File: config.mk
export PLATFORM = sky130hd
export DESIGN_NAME = asrr_receiver
export DESIGN_NICKNAME = d
export VERILOG_FILES = /design/src/rtl/asrr_pkg.sv /design/src/rtl/asrr_tick_gen.sv /design/src/rtl/asrr_vote.sv /design/src/rtl/asrr_receiver.sv
export SDC_FILE = /design/constraint.sdc
export NUM_CORES = 1
export LEC_CHECK = 0
export ABC_AREA = 1
export CAP_MARGIN = 20
export CORE_AREA = 2 2 126 116
export DETAILED_ROUTE_END_ITERATION = 8
export DIE_AREA = 0 0 128 118
export DONT_BUFFER_PORTS = 1
export PLACE_DENSITY = 0.64
export SLEW_MARGIN = 20
export SYNTH_ARGS = -nofsm -noshare
export SYNTH_HDL_FRONTEND = slang
export SYNTH_HIERARCHICAL = 1
export SYNTH_SLANG_ARGS = --single-unit
export TNS_END_PERCENT = 30
File: constraint.sdc
create_clock -name pclk -period 4.5 [get_ports pclk]
set_clock_uncertainty 0.05 [all_clocks]
set_input_delay 0.225 -clock pclk [delete_from_list [all_inputs] [get_ports pclk]]
set_output_delay 0.225 -clock pclk [all_outputs]
set_load 0.02 [all_outputs]
File: src/rtl/asrr_pkg.sv
// constants, types and helpers shared by the serial receiver files
package asrr_pkg;

	// ==========================================
	// clock
	localparam int PCLK_PERIOD_NS = 25;         // 40 MHz module clock

	// ==========================================
	// register indices and byte addresses
	localparam int         PADDR_W        = 8;
	localparam logic [7:0] IDX_CTRL_ONE   = 8'h13;
	localparam logic [7:0] IDX_CTRL_TWO   = 8'h14;
	localparam logic [7:0] IDX_CTRL_THREE = 8'h15;
	localparam logic [7:0] IDX_STAT_ONE   = 8'h16;
	localparam logic [7:0] IDX_STAT_TWO   = 8'h17;
	localparam logic [7:0] IDX_DATA_BUF   = 8'h18;
	localparam logic [7:0] IDX_BAUD_SEL   = 8'h19;
	localparam logic [7:0] ADDR_CTRL_ONE   = {IDX_CTRL_ONE[5:0], 2'b00};
	localparam logic [7:0] ADDR_CTRL_TWO   = {IDX_CTRL_TWO[5:0], 2'b00};
	localparam logic [7:0] ADDR_CTRL_THREE = {IDX_CTRL_THREE[5:0], 2'b00};
	localparam logic [7:0] ADDR_STAT_ONE   = {IDX_STAT_ONE[5:0], 2'b00};
	localparam logic [7:0] ADDR_STAT_TWO   = {IDX_STAT_TWO[5:0], 2'b00};
	localparam logic [7:0] ADDR_DATA_BUF   = {IDX_DATA_BUF[5:0], 2'b00};
	localparam logic [7:0] ADDR_BAUD_SEL   = {IDX_BAUD_SEL[5:0], 2'b00};

	// ==========================================
	// field positions, masks and reset values
	localparam int         CTRL1_ENABLE_BIT = 6;
	localparam int         CTRL1_LEN9_BIT   = 4;
	localparam int         CTRL2_RIE_BIT    = 5;
	localparam int         CTRL2_RXEN_BIT   = 2;
	localparam int         CTRL3_NINTH_BIT  = 7;
	localparam logic [7:0] CTRL3_RW_MASK    = 8'h4F;
	localparam logic [7:0] BAUD_RW_MASK     = 8'h37;
	localparam int         STAT1_FULL_BIT   = 5;
	localparam int         STAT1_IDLE_BIT   = 4;
	localparam int         STAT1_OVR_BIT    = 3;
	localparam int         STAT1_NOISE_BIT  = 2;
	localparam int         STAT1_FRAME_BIT  = 1;
	localparam int         STAT2_BREAK_BIT  = 1;
	localparam int         STAT2_BUSY_BIT   = 0;
	localparam logic [7:0] CTRL_RESET       = 8'h00;
	localparam logic [7:0] BAUD_RESET       = 8'h00;

	// ==========================================
	// oversampling timing
	localparam logic [4:0] TICK_FIRST  = 5'd1;
	localparam logic [4:0] TICK_LAST   = 5'd16;
	localparam logic [4:0] TICK_S3     = 5'd3;
	localparam logic [4:0] TICK_S5     = 5'd5;
	localparam logic [4:0] TICK_S7     = 5'd7;
	localparam logic [4:0] TICK_S8     = 5'd8;
	localparam logic [4:0] TICK_S9     = 5'd9;
	localparam logic [4:0] TICK_S10    = 5'd10;
	localparam logic [3:0] DATA_BITS_8 = 4'd8;
	localparam logic [3:0] DATA_BITS_9 = 4'd9;
	localparam logic [7:0] IDLE_BITS_8 = 8'd10;
	localparam logic [7:0] IDLE_BITS_9 = 8'd11;
	localparam int STOP_TICK_8 = 16 * (1 + 8) + 10;   // 154
	localparam int STOP_TICK_9 = 16 * (1 + 9) + 10;   // 170

	// ==========================================
	// types
	typedef enum logic [1:0] {RX_SEARCH, RX_START, RX_DATA, RX_STOP} asrr_state_e;

	typedef struct packed {
		logic level;
		logic noisy;
	} asrr_vote_s;

	typedef struct packed {
		logic [7:0] data;
		logic       ninth;
		logic       noise;
		logic       framing;
		logic       brk;
	} asrr_char_s;

	// data bits per character for the selected length
	function automatic logic [3:0] asrr_data_bits(input logic len9);
		return len9 ? DATA_BITS_9 : DATA_BITS_8;
	endfunction : asrr_data_bits

endpackage : asrr_pkg

File: src/rtl/asrr_tick_gen.sv
// oversampling tick divider from the module clock
`timescale 1ns/100ps
module asrr_tick_gen
	import asrr_pkg::*;
(
	input  wire logic       pclk,     // module clock
	input  wire logic       presetn,  // async reset, active low
	input  wire logic       enable,   // divider runs while high
	input  wire logic [7:0] divisor,  // clocks per tick minus one
	output logic            tick      // one-cycle oversampling tick
);

	logic [7:0] count_reg;

	// ==========================================
	// divider counter, restarts whenever disabled
	always_ff @(posedge pclk or negedge presetn) begin
		if (!presetn) begin
			count_reg <= 8'h00;
			tick      <= 1'b0;
		end else if (!enable) begin
			count_reg <= 8'h00;
			tick      <= 1'b0;
		end else if (count_reg >= divisor) begin
			count_reg <= 8'h00;
			tick      <= 1'b1;
		end else begin
			count_reg <= count_reg + 8'h01;
			tick      <= 1'b0;
		end
	end

endmodule : asrr_tick_gen

File: src/rtl/asrr_vote.sv
// three-sample majority vote with disagreement flag
`timescale 1ns/100ps
module asrr_vote
	import asrr_pkg::*;
(
	input  wire logic samp_a,  // first sample
	input  wire logic samp_b,  // second sample
	input  wire logic samp_c,  // third sample
	output asrr_vote_s vote    // majority and noise
);

	// ==========================================
	// majority of three, noisy unless all equal
	assign vote.level = (samp_a & samp_b) | (samp_a & samp_c) | (samp_b & samp_c);
	assign vote.noisy = (samp_a | samp_b | samp_c) & ~(samp_a & samp_b & samp_c);

endmodule : asrr_vote

File: src/rtl/asrr_receiver.sv
// serial receiver with oversampled data recovery and apb registers
// What this block does
// - receive 8 or 9 data bits, selectable
// - ninth bit is bit 8, else bit 7
// - shift line bits into shift register
// - data buffer is read-only from bus
// - whole character loads buffer, sets full
// - full and enable raise receive interrupt
// - sample line at sixteen times baud
// - realign ticks after start and falling data
// - start is zero after three ones
// - ticks 3,5,7 verify start, one gives noise
// - failed start resets ticks, searches again
// - data bit is vote of ticks 8-10
// - start ticks 8-10 ones only set noise
// - stop vote zero is framing, disagreement noise
// - missing stop one, including break, frames
// - framing flag sets together with full
// - realign on valid falling edge inside character
// - stop sampled 154 or 170 ticks after edge
// - overrun keeps old character, drops new
// - break clears buffer, ninth, sets break flag
// - idle after 10 or 11 ones
//
// The APB slave port is this design's own decision.
`timescale 1ns/100ps
module asrr_receiver
	import asrr_pkg::*;
(
	input  wire logic               pclk,     // module clock
	input  wire logic               presetn,  // async reset, active low
	input  wire logic               psel,     // apb select
	input  wire logic               penable,  // apb access phase
	input  wire logic               pwrite,   // apb write
	input  wire logic [PADDR_W-1:0] paddr,    // apb byte address
	input  wire logic [31:0]        pwdata,   // apb write data
	input  wire logic [3:0]         pstrb,    // apb byte strobes
	output logic      [31:0]        prdata,   // apb read data
	output logic                    pready,   // apb ready
	output logic                    pslverr,  // apb error, unmapped
	input  wire logic               rxd,      // serial receive line
	output logic                    rx_irq    // receive interrupt request
);

	// ==========================================
	// registers and state
	logic [7:0]  ctrl_one_reg;
	logic [7:0]  ctrl_two_reg;
	logic [7:0]  ctrl_three_reg;
	logic [7:0]  baud_reg;
	logic [7:0]  data_buf_reg;
	logic        ninth_reg;
	logic        full_reg;
	logic        idle_reg;
	logic        ovr_reg;
	logic        noise_reg;
	logic        frame_reg;
	logic        brk_reg;
	logic        stat1_seen_reg;
	logic        stat2_seen_reg;
	logic        idle_armed_reg;
	logic [7:0]  ones_cnt_reg;
	asrr_state_e state_reg;
	logic [4:0]  tick_cnt_reg;
	logic [3:0]  bit_cnt_reg;
	logic [2:0]  hist_reg;
	logic        samp_a_reg;
	logic        samp_b_reg;
	logic        voted_reg;
	logic        prev_vote_reg;
	logic        edge_seen_reg;
	logic [4:0]  since_edge_reg;
	logic        char_noise_reg;
	logic [8:0]  shift_reg;

	logic        rx_on;
	logic        len9;
	logic        tick;
	asrr_vote_s  vote;
	asrr_char_s  char_in;
	logic        start_edge;
	logic        fall_edge;
	logic        vote_tick;
	logic        bit_end;
	logic        char_done;
	logic        realign;
	logic        acc;
	logic        rd_acc;
	logic        wr_acc;
	logic        addr_hit;
	logic        clr_main;
	logic        clr_brk;
	logic [7:0]  rd_val;

	assign rx_on = ctrl_one_reg[CTRL1_ENABLE_BIT] & ctrl_two_reg[CTRL2_RXEN_BIT];
	assign len9  = ctrl_one_reg[CTRL1_LEN9_BIT];

	// ==========================================
	// submodules: tick divider and sample voter
	asrr_tick_gen u_tick (
		.pclk    (pclk),
		.presetn (presetn),
		.enable  (rx_on),
		.divisor (baud_reg),
		.tick    (tick)
	);

	asrr_vote u_vote (
		.samp_a (samp_a_reg),
		.samp_b (samp_b_reg),
		.samp_c (rxd),
		.vote   (vote)
	);

	// ==========================================
	// apb decode
	assign acc    = psel & penable;
	assign rd_acc = acc & ~pwrite;
	assign wr_acc = acc & pwrite & pstrb[0];
	assign pready = 1'b1;
	assign addr_hit = (paddr == ADDR_CTRL_ONE) | (paddr == ADDR_CTRL_TWO) |
		(paddr == ADDR_CTRL_THREE) | (paddr == ADDR_STAT_ONE) |
		(paddr == ADDR_STAT_TWO) | (paddr == ADDR_DATA_BUF) |
		(paddr == ADDR_BAUD_SEL);
	assign pslverr = acc & ~addr_hit;

	// read value mux
	always_comb begin
		rd_val = 8'h00;
		unique case (paddr)
			ADDR_CTRL_ONE:   rd_val = ctrl_one_reg;
			ADDR_CTRL_TWO:   rd_val = ctrl_two_reg;
			ADDR_CTRL_THREE: rd_val = {ninth_reg, ctrl_three_reg[6:0]};
			ADDR_STAT_ONE:   rd_val = {2'b00, full_reg, idle_reg, ovr_reg,
				noise_reg, frame_reg, 1'b0};
			ADDR_STAT_TWO:   rd_val = {6'h00, brk_reg, (state_reg != RX_STOP) ?
				(state_reg != RX_SEARCH) : 1'b1};
			ADDR_DATA_BUF:   rd_val = data_buf_reg;
			ADDR_BAUD_SEL:   rd_val = baud_reg;
			default:         rd_val = 8'h00;
		endcase
	end

	// read data captured in the setup cycle
	always_ff @(posedge pclk or negedge presetn) begin
		if (!presetn) begin
			prdata <= 32'h0000_0000;
		end else if (psel && !penable && !pwrite) begin
			prdata <= {24'h00_0000, rd_val};
		end
	end

	// writable control registers; status and buffer ignore writes
	always_ff @(posedge pclk or negedge presetn) begin
		if (!presetn) begin
			ctrl_one_reg   <= CTRL_RESET;
			ctrl_two_reg   <= CTRL_RESET;
			ctrl_three_reg <= CTRL_RESET;
			baud_reg       <= BAUD_RESET;
		end else if (wr_acc) begin
			if (paddr == ADDR_CTRL_ONE) begin
				ctrl_one_reg <= pwdata[7:0];
			end
			if (paddr == ADDR_CTRL_TWO) begin
				ctrl_two_reg <= pwdata[7:0];
			end
			if (paddr == ADDR_CTRL_THREE) begin
				ctrl_three_reg <= pwdata[7:0] & CTRL3_RW_MASK;
			end
			if (paddr == ADDR_BAUD_SEL) begin
				baud_reg <= pwdata[7:0] & BAUD_RW_MASK;
			end
		end
	end

	// two-step clear: status read arms, buffer read clears
	assign clr_main = rd_acc & (paddr == ADDR_DATA_BUF) & stat1_seen_reg;
	assign clr_brk  = rd_acc & (paddr == ADDR_DATA_BUF) & stat2_seen_reg;

	always_ff @(posedge pclk or negedge presetn) begin
		if (!presetn) begin
			stat1_seen_reg <= 1'b0;
			stat2_seen_reg <= 1'b0;
		end else if (rd_acc) begin
			if (paddr == ADDR_STAT_ONE) begin
				stat1_seen_reg <= 1'b1;
			end else if (paddr == ADDR_DATA_BUF) begin
				stat1_seen_reg <= 1'b0;
			end
			if (paddr == ADDR_STAT_TWO) begin
				stat2_seen_reg <= 1'b1;
			end else if (paddr == ADDR_DATA_BUF) begin
				stat2_seen_reg <= 1'b0;
			end
		end
	end

	// ==========================================
	// recovery timing terms
	assign start_edge = (state_reg == RX_SEARCH) & tick & (hist_reg == 3'b111) & ~rxd;
	assign fall_edge  = tick & hist_reg[0] & ~rxd;
	assign vote_tick  = tick & (tick_cnt_reg == TICK_S10) & ~voted_reg;
	assign bit_end    = tick & (tick_cnt_reg == TICK_LAST);
	assign char_done  = (state_reg == RX_STOP) & tick & (tick_cnt_reg == TICK_S10);
	// one-to-zero confirmed by consecutive votes, edge kept as new tick 1
	assign realign    = (state_reg == RX_DATA) & vote_tick & prev_vote_reg & ~vote.level &
		edge_seen_reg;

	// line history of the last three tick samples
	always_ff @(posedge pclk or negedge presetn) begin
		if (!presetn) begin
			hist_reg <= 3'b000;
		end else if (!rx_on) begin
			hist_reg <= 3'b000;
		end else if (tick) begin
			hist_reg <= {hist_reg[1:0], rxd};
		end
	end

	// falling edge tracking since the last vote
	always_ff @(posedge pclk or negedge presetn) begin
		if (!presetn) begin
			edge_seen_reg  <= 1'b0;
			since_edge_reg <= 5'd0;
		end else if (!rx_on || vote_tick || state_reg == RX_SEARCH) begin
			edge_seen_reg  <= 1'b0;
			since_edge_reg <= 5'd0;
		end else if (fall_edge) begin
			edge_seen_reg  <= 1'b1;
			since_edge_reg <= TICK_FIRST;
		end else if (tick && edge_seen_reg && since_edge_reg != TICK_LAST) begin
			since_edge_reg <= since_edge_reg + 5'd1;
		end
	end

	// tick counter 1..16 within each bit
	always_ff @(posedge pclk or negedge presetn) begin
		if (!presetn) begin
			tick_cnt_reg <= TICK_FIRST;
		end else if (!rx_on || state_reg == RX_SEARCH) begin
			tick_cnt_reg <= TICK_FIRST;
		end else if (tick) begin
			if (realign) begin
				// edge tick is 1: next tick is count plus two
				tick_cnt_reg <= (since_edge_reg >= TICK_LAST - 5'd1) ? TICK_LAST :
					since_edge_reg + 5'd2;
			end else if (tick_cnt_reg == TICK_LAST) begin
				tick_cnt_reg <= TICK_FIRST;
			end else begin
				tick_cnt_reg <= tick_cnt_reg + 5'd1;
			end
		end
	end

	// sample capture at ticks 3/5 and 8/9, vote-once guard per bit
	always_ff @(posedge pclk or negedge presetn) begin
		if (!presetn) begin
			samp_a_reg <= 1'b1;
			samp_b_reg <= 1'b1;
			voted_reg  <= 1'b0;
		end else if (!rx_on || state_reg == RX_SEARCH) begin
			samp_a_reg <= 1'b1;
			samp_b_reg <= 1'b1;
			voted_reg  <= 1'b0;
		end else if (tick) begin
			if (tick_cnt_reg == TICK_S3 || tick_cnt_reg == TICK_S8) begin
				samp_a_reg <= rxd;
			end
			if (tick_cnt_reg == TICK_S5 || tick_cnt_reg == TICK_S9) begin
				samp_b_reg <= rxd;
			end
			if (vote_tick) begin
				voted_reg <= 1'b1;
			end else if (bit_end) begin
				voted_reg <= 1'b0;
			end
		end
	end

	// character state machine and shift register
	always_ff @(posedge pclk or negedge presetn) begin
		if (!presetn) begin
			state_reg      <= RX_SEARCH;
			bit_cnt_reg    <= 4'd0;
			shift_reg      <= 9'h000;
			prev_vote_reg  <= 1'b0;
			char_noise_reg <= 1'b0;
		end else if (!rx_on) begin
			state_reg <= RX_SEARCH;
		end else begin
			unique case (state_reg)
				RX_SEARCH: begin
					if (start_edge) begin
						state_reg      <= RX_START;
						bit_cnt_reg    <= 4'd0;
						shift_reg      <= 9'h000;
						char_noise_reg <= 1'b0;
					end
				end
				RX_START: begin
					if (tick && tick_cnt_reg == TICK_S7) begin
						if (vote.level) begin
							state_reg <= RX_SEARCH;
						end else if (vote.noisy) begin
							char_noise_reg <= 1'b1;
						end
					end
					if (vote_tick && (vote.level || vote.noisy)) begin
						char_noise_reg <= 1'b1;
					end
					if (vote_tick) begin
						prev_vote_reg <= 1'b0;
					end
					if (bit_end) begin
						state_reg <= RX_DATA;
					end
				end
				RX_DATA: begin
					if (vote_tick) begin
						shift_reg     <= {vote.level, shift_reg[8:1]};
						prev_vote_reg <= vote.level;
						bit_cnt_reg   <= bit_cnt_reg + 4'd1;
						if (vote.noisy) begin
							char_noise_reg <= 1'b1;
						end
					end
					if (bit_end && bit_cnt_reg == asrr_data_bits(len9)) begin
						state_reg <= RX_STOP;
					end
				end
				RX_STOP: begin
					if (char_done) begin
						state_reg <= RX_SEARCH;
					end
				end
			endcase
		end
	end

	// ==========================================
	// finished character, stop vote judged here
	assign char_in.data    = len9 ? shift_reg[7:0] : shift_reg[8:1];
	assign char_in.ninth   = shift_reg[8];
	assign char_in.noise   = char_noise_reg | vote.noisy;
	assign char_in.framing = ~vote.level;
	assign char_in.brk     = ~vote.level & ~(|shift_reg);

	// buffer and receive flags; new events win over clears
	always_ff @(posedge pclk or negedge presetn) begin
		if (!presetn) begin
			data_buf_reg <= 8'h00;
			ninth_reg    <= 1'b0;
			full_reg     <= 1'b0;
			ovr_reg      <= 1'b0;
			noise_reg    <= 1'b0;
			frame_reg    <= 1'b0;
			brk_reg      <= 1'b0;
		end else begin
			if (clr_main) begin
				full_reg  <= 1'b0;
				ovr_reg   <= 1'b0;
				noise_reg <= 1'b0;
				frame_reg <= 1'b0;
			end
			if (clr_brk) begin
				brk_reg <= 1'b0;
			end
			if (char_done) begin
				if (full_reg && !clr_main) begin
					ovr_reg <= 1'b1;
				end else if (char_in.brk) begin
					data_buf_reg <= 8'h00;
					ninth_reg    <= 1'b0;
					brk_reg      <= 1'b1;
					full_reg     <= 1'b1;
					frame_reg    <= 1'b1;
					noise_reg    <= char_in.noise;
				end else begin
					data_buf_reg <= char_in.data;
					ninth_reg    <= char_in.ninth;
					full_reg     <= 1'b1;
					frame_reg    <= char_in.framing;
					noise_reg    <= char_in.noise;
				end
			end
		end
	end

	// idle detection: counts sampled ones after a character
	always_ff @(posedge pclk or negedge presetn) begin
		if (!presetn) begin
			ones_cnt_reg   <= 8'h00;
			idle_armed_reg <= 1'b0;
			idle_reg       <= 1'b0;
		end else begin
			if (clr_main) begin
				idle_reg <= 1'b0;
			end
			if (char_done) begin
				idle_armed_reg <= 1'b1;
				ones_cnt_reg   <= 8'h00;
			end else if (!rx_on || state_reg != RX_SEARCH || (tick && !rxd)) begin
				ones_cnt_reg <= 8'h00;
			end else if (tick && idle_armed_reg) begin
				if (ones_cnt_reg == {(len9 ? IDLE_BITS_9[3:0] : IDLE_BITS_8[3:0]), 4'h0}) begin
					idle_reg       <= 1'b1;
					idle_armed_reg <= 1'b0;
				end else begin
					ones_cnt_reg <= ones_cnt_reg + 8'h01;
				end
			end
		end
	end

	// receive interrupt from flag and enable
	assign rx_irq = full_reg & ctrl_two_reg[CTRL2_RIE_BIT];

endmodule : asrr_receiver

* Word level (Yosys, flattened, before mapping)
Cells that the tools add are included.
** Storage, ports and cells
- Register bits after elaboration :: 103
- Bits of input ports :: 50
- Output and inout port bits :: 35
- Logic and storage cells :: 269
** Cells by class
- Add/sub/neg operators :: 6
- Magnitude comparators :: 2
- Equality and inequality tests :: 35
- Muxes and demuxes :: 90
- Bitwise gates (word level) :: 49
- Reductions and logical operators :: 56
** Operators by type and width (number)
- $mux W8 :: 8
- $eq A8 B7 Y1 const B :: 7
- $pmux W8 S7 :: 1
- $mux W1 :: 55
- $mux W5 :: 8
- $and A1 B1 Y1 :: 30
- $reduce_and A2 Y1 :: 11
- $reduce_bool A2 Y1 :: 11
- $mux W9 :: 2
- $ne A3 B3 Y1 const B :: 6
- $pmux W9 S2 :: 1
- $add A8 B1 Y8 const B :: 2
- $eq A5 B4 Y1 const B :: 3
- $mux W2 :: 7
- $ne A2 B2 Y1 const B :: 6
- $reduce_bool A3 Y1 :: 4
- $or A1 B1 Y1 :: 11
- $add A5 B1 Y5 const B :: 2
- $eq A5 B3 Y1 const B :: 2
- $logic_and A1 B1 Y1 :: 10
- $reduce_or A9 Y1 :: 1
- $eq A8 B8 Y1 :: 1
- $ge A8 B6 Y1 :: 1
- $logic_or A1 B1 Y1 :: 8
- 24 further kinds :: 40

* Longest topological paths before layout
- Depth in word-level cells :: 10
- Gate-level depth with buffers :: 11
- Mapped depth without buffers :: 11

* Cells and area by module
Netlist, hierarchy kept.
** Modules (own cells, without submodules)
- asrr_receiver :: times used 1, cells an instance 737, area each 5555.3 sq um, seq. area each 2356.0 sq um
- asrr_tick_gen :: times used 1, cells an instance 86, area each 654.4 sq um, seq. area each 225.2 sq um
- asrr_vote :: times used 1, cells an instance 7, area each 28.8 sq um, seq. area each 0.0 sq um

* Least setup slack after synthesis
No wires, ideal clock.
- Kind :: register -> register
- Start :: reg state_reg[0]
- End :: reg tick_cnt_reg[3]
- Arrival time :: 1.476 ns
- Required time :: 4.326 ns
- Path slack :: 2.851 ns
- Stages on the path, launching flop included :: 8
- Period minus slack after synthesis :: 1.649 ns
- Path through :: dfrtp_1 > inv_1 > ha_1 > inv_2 > nor3_2 > nand2_2 > o21ai_0 > o21bai_1
** Between the ends
- Longest elaborated chain between the ends :: 8
** RTL lines
- start, declared :: RTL line asrr_receiver.sv:63 : asrr_state_e state_reg;
- start signal, assigned :: RTL line asrr_receiver.sv:283 : state_reg <= RX_SEARCH;
- start signal, assigned :: RTL line asrr_receiver.sv:289 : state_reg <= RX_SEARCH;
- start signal, assigned :: RTL line asrr_receiver.sv:294 : state_reg <= RX_START;
- $eq A2 B2 Y1 :: RTL line asrr_receiver.sv:206 : assign realign = (state_reg == RX_DATA) & vote_tick & prev_vote_reg & ~vote.level &
- $and A1 B1 Y1 (4 in series) :: RTL line asrr_receiver.sv:206
- $mux W5 :: RTL line asrr_receiver.sv:243 : if (realign) begin
- $mux W5 :: RTL line asrr_receiver.sv:242 : end else if (tick) begin
- $mux W5 :: RTL line asrr_receiver.sv:240 : end else if (!rx_on || state_reg == RX_SEARCH) begin
- end signal, assigned :: RTL line asrr_receiver.sv:245 : tick_cnt_reg <= (since_edge_reg >= TICK_LAST - 5'd1) ? TICK_LAST :
- end signal, assigned :: RTL line asrr_receiver.sv:250 : tick_cnt_reg <= tick_cnt_reg + 5'd1;
- end, declared :: RTL line asrr_receiver.sv:64 : logic [4:0] tick_cnt_reg;
Parallel ways exist; a longest one is shown, timed or not. The select of a mux whose other input is x is not followed.
A chain may end at the register's enable or synchronous reset.

* Worst setup path in the final report
Ends and elaborated chain as after synthesis.

==> results.sh <==
export IMPL_core_um2=13750
export IMPL_relSlewSlack=0.3757
export IMPL_synth_top_cell_area_share=0.4011
export IMPL_synthXorXnorAreaFrac=0.01264
export IMPL_tightest_slew_ns=0.9279
export IMPL_synth_top_family_by_area="simple AND/OR/NAND/NOR gates"
export IMPL_hold_viol=0
export IMPL_hold_slack_ns=0.0008800
export IMPL_power_density_nw_per_um2=291.9
export IMPL_clk_latency_ns=0.36
export IMPL_cp_data_arrival_time_ns=2.15
export IMPL_wirelength_um=13090
export IMPL_rows=41
export IMPL_finish_net_count=906
export IMPL_wl_per_cell_um=13.01
export IMPL_antenna_found_initial=0
export IMPL_syn_inst=830
export IMPL_reg2regPathDepth=7
export IMPL_via_per_inst=4.929
export IMPL_p_seq_frac=0.480
export IMPL_muxShareOfSynthArea=0
export IMPL_setup_viol=0
export IMPL_cts_made_buffers=9
export IMPL_first_pass_iters=5
export IMPL_cts_tree="yes"
export IMPL_ys_types=44
export IMPL_ys_flop_type="dfrtp_1"
export IMPL_cts_sinks=103
export IMPL_met3_length_um=348
export IMPL_power_share_clock=0.483
export IMPL_power_leakage_uw=0.003369
export IMPL_syn_avg_cell_area_um2=7.516
export IMPL_wl_met1_um=6339
export IMPL_critPathKind="reg2reg"
export IMPL_grt_overflow=0
export IMPL_place_area_um2=6250
export IMPL_finalWeightedCongestion=0.8173
export IMPL_drtIter0Drc=344
export IMPL_combPwrFrac=0.038
export IMPL_post_route_period_util=0.4354
export IMPL_met2RoutedLength_um=6283
export IMPL_vias=4959
export IMPL_synth_top_area_cell="dfrtp_1"
export IMPL_clockRootBuffer="clkbuf_16"
export IMPL_yosys_area_share_simple=0.3299
export IMPL_cp_start_kind="register"
export IMPL_finalNonFillerCells=1006
export IMPL_fin_util=0.4834
export IMPL_intPower_uw=1535
export IMPL_top_layer="met4"
export IMPL_grt_setup_unrepaired="no"
export IMPL_grt_max_degree=104
export IMPL_synth_edf_count=0
export IMPL_antenna_cells_inserted=0
export IMPL_reg2reg_from="state_reg[0]"
export IMPL_p_sw_uw=405.3
export IMPL_crit_required_ns=4.69
export IMPL_min_period_ns=1.959
export IMPL_yosysWarningCount=6
export IMPL_place_hpwl_um=9466
export IMPL_stdcell_area_um2=6646
export IMPL_layout_drive_gt1_share=0.07554
export IMPL_netlist_area_um2=6238
export IMPL_end_kind="register"
export IMPL_clockBufferDepth=2
export IMPL_start_util=0.4538
export IMPL_p_sw_frac=0.2089
export IMPL_min_delay_path_depth=2
export IMPL_worstHoldPathType="in2reg"
export IMPL_reg2reg_to="tick_cnt_reg[3]"
export IMPL_reg2reg_slack_ns=2.54
export IMPL_synth_compound_area_share=0.08323
export IMPL_grt_pass1_vias=4880
export IMPL_maxCapViolCount=0
export IMPL_worstPathMaxFanout=8
export IMPL_dieArea_um2=15100
export IMPL_grt_pass1_wl_um=23030
export IMPL_status="finished clean"
export IMPL_synthAdderAreaFrac=0.05014
export IMPL_antenna_left=0
export IMPL_chipHeight_um=118
export IMPL_tns_ns=0
export IMPL_portBuffers=0
export IMPL_drc=0
export IMPL_whs_endpoint="hist_reg[0]"
export IMPL_path_clk_slew_ns=0.07
export IMPL_fmax_ghz=0.5104
export IMPL_slew_viol_final=0
export IMPL_synthTopCellsByArea="dfrtp_1 40%, nand2_1 15%, nand3_1 7.1%, inv_1 5.4%, ha_1 5.0%"
export IMPL_grt_use_total=0.1881
export IMPL_area_delta_synth_final_pct=6.538
export IMPL_async_flop_share=1.000
export IMPL_dp_cells=989
export IMPL_cts_max_level=3
export IMPL_ys_seq_elements=103
export IMPL_min_from="rxd"
export IMPL_vdd_ir_drop_worst_v=0.0001768
export IMPL_die_w_um=128
export IMPL_largest_reg_flops=9
export IMPL_synth_seq_area_share=0.4138
export IMPL_ios=85
export IMPL_post_cts_setup_buffers=0
-- cell usage in the layout (no fill, tap or decap), drive strengths merged --
cell,count
xnor2,2
nand2,262
nor4,1
bufinv,4
dfstp,3
nor3b,1
a21oi,16
or2,4
o21ai,57
nor2,77
o21bai,6
conb,28
o211ai,2
a22o,1
dlygate4sd3,2
a21o,1
ha,25
and3,2
nand3,91
clkinv,1
nand3b,2
inv,98
nor3,8
o21a,8
nand4,12
buf,2
xor2,7
a31oi,1
clkbuf,10
dfrtp,100
-- how the worst max path moves through the flow --
stage | from | to | slack (ns) | cells after the start
floorplan | state_reg[0] | tick_cnt_reg[3] | 2.85 | 7
global route | tick_cnt_reg[0] | data_buf_reg[5] | 2.33 | 9
finish | state_reg[0] | tick_cnt_reg[3] | 2.54 | 7
CTS | state_reg[0] | tick_cnt_reg[3] | 2.52 | 7
detailed placement | paddr[0] | data_buf_reg[5] | 2.38 | 10
global placement | paddr[0] | data_buf_reg[4] | 2.40 | 10
-- routing by layer --
| layer | vias up | GRT usage |
|---|---|---|
| met4 | 0 | 0.04533 |
| met3 | 9 | 0.04909 |
| li1 | 2594 | - |
| met2 | 59 | 0.3112 |
| met5 | - | 0 |
| met1 | 2297 | 0.2459 |
-- synthesized netlist by cell type, types with 11 or more instances --
library cell	instances
nand2_1	248
dfrtp_1	100
inv_1	90
nand3_1	88
nor2_1	65
o21ai_0	43
buf_4	27
ha_1	25
a21oi_1	15
nand4_1	12
o21ai_1	12
nand2_2	11
-- critical path: stages (launching register included) --
cell      delay, ns
dfrtp_1        0.43
inv_1          0.14
ha_1           0.33
inv_2          0.17
nor3_2         0.32
nand2_2        0.15
o21ai_0        0.17
o21bai_1       0.09
-- cell type report --
class | instances | area (um^2)
Sequential cell | 103 | 2581
Tap cell | 172 | 215.2
Clock inverter | 4 | 120.1
Fill cell | 1319 | 7102
Inverter | 99 | 371.6
Multi-Input combinational cell | 614 | 3074
Clock buffer | 10 | 229.0
Timing Repair Buffer | 4 | 55.05
-- power by group through the flow --
stage	clock, uW	combinational (uW)	sequential, uW
after global placement	0	51.0	948
after detailed placement	0	51.2	948
final	936	73.0	931
after floorplan	0	61.2	947
after global routing	1000	84.0	930
after CTS	958	74.7	930
-- stage by stage --
step / worst slack, ns / total power [uW]
after detailed placement: 2.377 / 999.3
final: 2.541 / 1940
after global placement: 2.401 / 999.2
after floorplan: 2.851 / 1009
after global routing: 2.330 / 2015
after CTS: 2.521 / 1963
-- cell families (layout without fill, tap and decap cells) --
group                      count (synthesis)  in the layout
and+or+nand+nor                          460            460
other                                      2             28
DFF                                      103            103
xor gates and xnor gates                   9              9
AOI/OAI and AO/OA                         92             92
buffers and inverters                    139            117
adders and majority gates                 25             25
-- repair_timing --
action | CTS | global route
gates resized for setup | 0 | 0
hold buffers | 3 | 0
hold endpoints to repair | 105 | 0
Note: power is estimated with default switching activity, not from simulation.
